File: src/pkg/lph_defines.svh
// constants for the line printer host handshake block
`ifndef LPH_DEFINES_SVH
`define LPH_DEFINES_SVH
`define LPH_COLUMNS 132
`define LPH_CHAR_W 8
`define LPH_COL_W 8
`define LPH_STATUS_NS 1000
`define LPH_STATUS_CYC ((`LPH_STATUS_NS + 9) / 10)
`define LPH_STEP_CYC 4
`define LPH_CHAR_CR 8'h0D
`define LPH_CHAR_LF 8'h0A
`define LPH_CHAR_FF 8'h0C
`endif

File: src/pkg/lph_pkg.sv
// types shared by the line printer host handshake block
package lph_pkg;
	// character word passing through the buffer
	typedef struct packed {
		logic [7:0] data;
		logic term;
	} lph_char_t;
	// print sequence steps
	typedef enum logic [2:0] {
		LPH_ACCEPT = 3'b000,
		LPH_IDLE = 3'b001,
		LPH_LOAD = 3'b010,
		LPH_EDIT = 3'b011,
		LPH_PRINT = 3'b100,
		LPH_FORMAT = 3'b101,
		LPH_MOVE = 3'b110
	} lph_state_t;
	// fault inputs and status report
	typedef struct packed {
		logic not_ready;
		logic paper_out;
		logic cover_open;
		logic motion_fault;
	} lph_fault_t;
endpackage : lph_pkg

File: src/rtl/lph_buf2.sv
// two-entry valid/ready buffer
`timescale 1ns/100ps
`default_nettype none
module lph_buf2 #(
	parameter int W = 9
) (
	// clock and reset
	input wire logic clk,
	input wire logic rst,
	// filling side
	input wire logic in_valid,
	output logic in_ready,
	input wire logic [W-1:0] in_data,
	// draining side
	output logic out_valid,
	input wire logic out_ready,
	output logic [W-1:0] out_data
);
	// two slots, head at slot rd
	logic [W-1:0] slot [2];
	logic rd;
	logic wr;
	logic [1:0] count;
	logic push;
	logic pop;

	assign push = in_valid && in_ready;
	assign pop = out_valid && out_ready;
	// honest full stalls the source
	assign in_ready = (count != 2'h2);
	assign out_valid = (count != 2'h0);
	assign out_data = slot[rd];

	// occupancy and pointers
	always_ff @(posedge clk) begin
		if (rst) begin
			count <= 2'h0;
			rd <= 1'b0;
			wr <= 1'b0;
		end else begin
			if (push) wr <= ~wr;
			if (pop) rd <= ~rd;
			count <= count + {1'b0, push} - {1'b0, pop};
		end
	end

	// storage
	always_ff @(posedge clk) begin
		if (push) slot[wr] <= in_data;
	end
endmodule : lph_buf2
`default_nettype wire

File: src/rtl/lph_port.sv
// host character port with line memory and print sequence
//
// Functional notes
// on line, report it then raise demand
// host answers demand with character plus strobe
// strobe drops demand and captures character
// store character, then demand again
// terminator stops data, runs print steps
// periodic status check reports faults
// line memory holds 132 columns
// host holds data, strobes only on demand
`timescale 1ns/100ps
`default_nettype none
`include "lph_defines.svh"
module lph_port #(
	parameter int COLUMNS = `LPH_COLUMNS,
	parameter int STATUS_CYC = `LPH_STATUS_CYC,
	parameter int STEP_CYC = `LPH_STEP_CYC
) (
	// clock and reset
	input wire logic clk,
	input wire logic rst,
	// operator and mechanism condition
	input wire logic ready_in,
	input wire logic online_sw,
	input wire lph_pkg::lph_fault_t faults,
	// host side handshake
	input wire logic [7:0] host_data,
	input wire logic host_strobe,
	output logic demand,
	output logic online,
	// status report
	output lph_pkg::lph_fault_t status,
	output logic status_change,
	// print engine view
	output lph_pkg::lph_state_t step,
	output logic [7:0] line_len,
	input wire logic [7:0] rd_col,
	output logic [7:0] rd_char
);
	// line memory of one print line
	logic [7:0] line_mem [COLUMNS];
	logic [7:0] col;
	lph_pkg::lph_state_t state;
	lph_pkg::lph_state_t next_state;
	logic [7:0] step_cnt;
	logic strobe_q;
	logic strobe_rise;
	logic waiting;
	lph_pkg::lph_char_t in_word;
	lph_pkg::lph_char_t out_word;
	logic in_ready;
	logic out_valid;
	logic out_ready;
	logic [31:0] stat_cnt;
	logic fault_any;

	assign fault_any = |status;
	assign step = state;
	assign strobe_rise = host_strobe && !strobe_q;

	// classify incoming character
	always_comb begin
		in_word.data = host_data;
		in_word.term = (host_data == `LPH_CHAR_CR) || (host_data == `LPH_CHAR_LF)
			|| (host_data == `LPH_CHAR_FF);
	end

	// strobe edge detect
	always_ff @(posedge clk) begin
		if (rst) strobe_q <= 1'b0;
		else strobe_q <= host_strobe;
	end

	// online report
	always_ff @(posedge clk) begin
		if (rst) online <= 1'b0;
		else online <= ready_in && online_sw && !fault_any;
	end

	// demand is held low from strobe until the word has been taken
	always_ff @(posedge clk) begin
		if (rst) begin
			demand <= 1'b0;
			waiting <= 1'b0;
		end else if (state != lph_pkg::LPH_ACCEPT || !online) begin
			demand <= 1'b0;
			waiting <= 1'b0;
		// drop demand on strobe
		end else if (strobe_rise && demand) begin
			demand <= 1'b0;
			waiting <= 1'b1;
		end else if (waiting) begin
			// demand again after store
			if (!out_valid && in_ready) waiting <= 1'b0;
		end else begin
			// raise demand when on line; full buffer holds it low
			demand <= in_ready;
		end
	end

	// strobes outside demand are ignored, so a character strobed without demand is lost
	lph_buf2 #(
		.W($bits(lph_pkg::lph_char_t))
	) u_buf (
		.clk(clk),
		.rst(rst),
		// capture on strobe
		.in_valid(strobe_rise && demand),
		.in_ready(in_ready),
		.in_data(in_word),
		.out_valid(out_valid),
		.out_ready(out_ready),
		.out_data(out_word)
	);

	// drain only while collecting a line
	assign out_ready = (state == lph_pkg::LPH_ACCEPT);

	// store into line memory; R07 excess columns dropped
	always_ff @(posedge clk) begin
		if (out_valid && out_ready && !out_word.term && col < 8'(COLUMNS))
			line_mem[col] <= out_word.data;
	end

	// column pointer
	always_ff @(posedge clk) begin
		if (rst) col <= 8'h00;
		else if (state == lph_pkg::LPH_MOVE && step_cnt == 8'(STEP_CYC - 1)) col <= 8'h00;
		else if (out_valid && out_ready && !out_word.term && col < 8'(COLUMNS))
			col <= col + 8'h01;
	end

	// print engine read port
	always_ff @(posedge clk) begin
		if (rst) rd_char <= 8'h00;
		else if (rd_col < 8'(COLUMNS)) rd_char <= line_mem[rd_col];
		else rd_char <= 8'h00;
	end

	// captured line length
	always_ff @(posedge clk) begin
		if (rst) line_len <= 8'h00;
		else if (state == lph_pkg::LPH_IDLE) line_len <= col;
	end

	// step timer
	always_ff @(posedge clk) begin
		if (rst || state == lph_pkg::LPH_ACCEPT || step_cnt == 8'(STEP_CYC - 1))
			step_cnt <= 8'h00;
		else step_cnt <= step_cnt + 8'h01;
	end

	// print sequence after terminator
	always_comb begin
		next_state = state;
		case (state)
			lph_pkg::LPH_ACCEPT: begin
				if (out_valid && out_word.term) next_state = lph_pkg::LPH_IDLE;
			end
			lph_pkg::LPH_IDLE: begin
				// wait here while a fault stands
				if (step_cnt == 8'(STEP_CYC - 1) && !fault_any) next_state = lph_pkg::LPH_LOAD;
			end
			lph_pkg::LPH_LOAD: begin
				if (step_cnt == 8'(STEP_CYC - 1)) next_state = lph_pkg::LPH_EDIT;
			end
			lph_pkg::LPH_EDIT: begin
				if (step_cnt == 8'(STEP_CYC - 1)) next_state = lph_pkg::LPH_PRINT;
			end
			lph_pkg::LPH_PRINT: begin
				if (step_cnt == 8'(STEP_CYC - 1)) next_state = lph_pkg::LPH_FORMAT;
			end
			lph_pkg::LPH_FORMAT: begin
				if (step_cnt == 8'(STEP_CYC - 1)) next_state = lph_pkg::LPH_MOVE;
			end
			lph_pkg::LPH_MOVE: begin
				if (step_cnt == 8'(STEP_CYC - 1)) next_state = lph_pkg::LPH_ACCEPT;
			end
			default: next_state = lph_pkg::LPH_ACCEPT;
		endcase
	end

	// state register
	always_ff @(posedge clk) begin
		if (rst) state <= lph_pkg::LPH_ACCEPT;
		else state <= next_state;
	end

	// periodic status sample
	always_ff @(posedge clk) begin
		if (rst) begin
			stat_cnt <= 32'h0000_0000;
			status <= '0;
			status_change <= 1'b0;
		end else if (stat_cnt == 32'(STATUS_CYC - 1)) begin
			stat_cnt <= 32'h0000_0000;
			status.not_ready <= !ready_in;
			status.paper_out <= faults.paper_out;
			status.cover_open <= faults.cover_open;
			status.motion_fault <= faults.motion_fault;
			status_change <= ({!ready_in, faults.paper_out, faults.cover_open,
				faults.motion_fault} != status);
		end else begin
			stat_cnt <= stat_cnt + 32'h0000_0001;
			status_change <= 1'b0;
		end
	end
endmodule : lph_port
`default_nettype wire

File: config.mk
export PLATFORM = sky130hd
export DESIGN_NAME = lph_port
export DESIGN_NICKNAME = d
export VERILOG_FILES = /design/src/pkg/lph_pkg.sv /design/src/rtl/lph_buf2.sv /design/src/rtl/lph_port.sv
export VERILOG_INCLUDE_DIRS = /design/src /design/src/pkg
export SDC_FILE = /design/constraint.sdc
export NUM_CORES = 1
export LEC_CHECK = 0
export ABC_CLOCK_PERIOD_IN_PS = 5800
export BUFFER_PORTS_ARGS = -buffer_cell sky130_fd_sc_hd__buf_4
export CAP_MARGIN = 30
export CORE_ASPECT_RATIO = 0.7
export CORE_MARGIN = 3
export CORE_UTILIZATION = 45
export DETAILED_ROUTE_END_ITERATION = 8
export PLACE_DENSITY_LB_ADDON = 0.2
export SLEW_MARGIN = 20
export SYNTH_ARGS = -nofsm -noshare
export SYNTH_HDL_FRONTEND = slang
export SYNTH_HIERARCHICAL = 1
export SYNTH_SLANG_ARGS = --single-unit
File: constraint.sdc
create_clock -name clk -period 5.8 [get_ports clk]
set_clock_uncertainty 0.2 [all_clocks]
set_input_delay 0.87 -clock clk [delete_from_list [all_inputs] [get_ports clk]]
set_output_delay 0.87 -clock clk [all_outputs]
set_load 0.02 [all_outputs]
==> flow_summary_export.csv <==
group,metric,value,unit
placement,hpwl,71200,um
finish,num-nets-final,2603,
synthesis,synthTopCellsByCount,"edfxtp_1, nor2_1, mux2i_1, mux4_2, nand2_1",
detailed_routing,ant_nets,0,
timing,whs,158,ps
cts,cts_hold_buf,0,
cts,post_cts_buffers,0,
cts,ctsResizeCount,0,
synthesis,synth_area,45400,um^2
synthesis,synth_most_common_cell,"edfxtp_1",
cts,cts_htree_levels,3,
floorplan,core,99000,um^2
detailed_routing,vias_per_cell,5.96,
run,drv_cap,0,
detailed_routing,drtIter0Drc,2738,
global_route,grt_max_degree,105,
detailed_routing,wl_per_cell,28.5,um
setup_path,end_kind,"flip-flop",
synthesis,synth_cell_type_count,69,
synthesis,synth_cells,2475,
timing,slew_headroom,28.9,%
placement,placed_cells,3776,
setup_path,worstPathMaxFanout,9,
detailed_routing,wl,114000,um
synthesis,yosys.area.top_type,"edfxtp_1",
cts,cts_buffers,108,
setup_path,critPathLaunchType,"flip-flop",
setup_path,required,5910,ps
timing,rsz0062_at_grt,"false",
global_route,grt_pass1_wl,164000,um
setup_path,cp_slowest_cell,"nor2_1",
setup_path,cp_num_buf_inv,0,
timing,hold_viol_final,0,
global_route,grt_pass1_vias,23300,
timing,setup_violations,0,
timing,fin_crit_sh,73.5,%
synthesis,synth.top_cell.area_share,71.0,%
power,p_per_area,350,nW/um^2
detailed_routing,drc,0,
floorplan,die_area,105000,um^2
global_route,antenna_found_initial,3,
setup_path,worst_path_largest_cell_delay,960,ps
cts,clock-root-buffer,"clkbuf_16",
setup_path,critPathTopFamily,"simple AND/OR/NAND/NOR gates",
global_route,grt-ovfl-total,0,
detailed_routing,dr.pass1.iters,6,
finish,drive_above_1_share,18.2,%
floorplan,start_util,45.9,%
cts,clkLatencyLatePin,700,ps
synthesis,ys_warn_count,6,
synthesis,ys_async_sr_fraction,0,%
synthesis,syn_nets,2508,
power,finalPower,17.8,mW
timing,max_freq,235,MHz
power,leakagePower,16.4,nW
synthesis,ys.flop_type,"edfxtp_1",
cts,cts_tree,"done",
cts,cts_sinks,1155,
global_route,track_usage,21.7,%
synthesis,synth-edff-count,1074,
floorplan,rows,96,
setup_path,crit_chain,"mux2_1 > nand3b_1 > nor4_1 > nand2_1 > nor2_1",
synthesis,ys_seq_area_share,74.6,%
cts,clk_pin_slew,60,ps
synthesis,ys_ff_latch,1155,
floorplan,ios,51,
floorplan,die_h,272,um
setup_path,crit_arrival,4370,ps
placement,gp_congestion,0.844,
timing,worst_pin_slew,1060,ps
min_path,hold_path.class,"primary input to flip-flop",
outcome,status,"complete, no violations",
setup_path,path_class,"flip-flop to flip-flop",
timing,fin_setup_tns,0,ps
finish,fin_cells,3984,
synthesis,synth.area.top_cells,"edfxtp_1, mux4_2, mux2i_1, dfxtp_1, nor2_1",
placement,io_buffers,49,
detailed_routing,vias,23800,
power,ir_worst_vdd,277,uV
floorplan,die_x,386,um
finish,syn_to_final_growth,11.9,%
timing,period_needed,4260,ps
timing,drv_slew,0,
cts,clockBufferDepth,3,
synthesis,avgSynthCellArea,18.3,um^2
[power breakdown]
part | switching, mW | internal [mW] | leakage (nW)
Combinational | 0.903 | 0.361 | 4.32
Sequential | 0.0403 | 9.43 | 10.3
Clock | 3.03 | 4.04 | 1.72
Total | 3.98 | 13.8 | 16.4
[metrics by stage]
step                utilization [%]  instance area [um^2]  setup WS [ps]
finish                         51.4                 50800           1540
CTS                            51.2                 50700           1560
global route                   51.4                 50800           1350
global placement               47.6                 47200           1350
floorplan                         -                 45400           2940
detailed placement             47.7                 47200           1510
[cell families (layout without fill, tap and decap cells)]
logic type	after synthesis	count (layout)	share of synthesized area, %
flops	1155	1155	74.6
simple gates	469	469	4.73
mux	410	410	14.1
compound gates	241	241	3.63
buf+inv	144	329	1.82
xor+xnor	48	48	0.926
fa+ha+maj	8	8	0.220
other cells	0	1	0
[state kept, by name, indices dropped and copies added, names as in the netlist, named ones only]
register / flops
status_change: 1
strobe_q: 1
line_mem: 1056
waiting: 1
online: 1
u_buf/count: 2
stat_cnt: 32
rd_char: 8
u_buf/wr: 1
u_buf/slot: 18
step: 3
line_len: 8
step_cnt: 8
col: 8
demand: 1
status: 4
u_buf/rd: 1
[per-layer routing]
layer	part of all wire [%]	vias to the layer above	routed length, um	track usage (%)
met4	3.2	6	3600	7.29
met5	0.14	-	156	0.833
li1	-	10100	-	-
met2	42	1036	48000	29.8
met1	45	12400	50900	33.2
met3	9.7	191	11000	6.16
[area by class of cell]
cell class                 count  area, um^2
fill                        7927       48100
multi-input combinational   1176       10700
clock inverter                62         591
tap                         1323        1660
clock buffer                 138        2920
timing repair buffer         117         998
sequential                  1155       33900
antenna                        1        2.50
inverter                      12        45.0
[worst paths after layout]
kind,startpoint,end,slack [ps],cells after the start
worst max register to register,flip-flop,line_mem[87][1],1540,5
worst min register to register,step_cnt[0],step_cnt[0],240,1
worst min-delay path,host_data[0],u_buf/slot[1][1],160,1
worst max-delay path,flip-flop,line_mem[87][1],1540,5
[cells in the final DEF, fill, tap and decap left out, drive strengths merged, types with 25 or more instances in the layout]
master	instances
a21oi	44
a22oi	47
buf	116
clkbuf	139
clkinv	43
dfxtp	81
edfxtp	1074
mux2	28
mux2i	205
mux4	177
nand2	98
nand3	35
nor2	218
o21ai	27
o22ai	32
xor2	25
No activity file was read; power rests on OpenSTA's default activity.
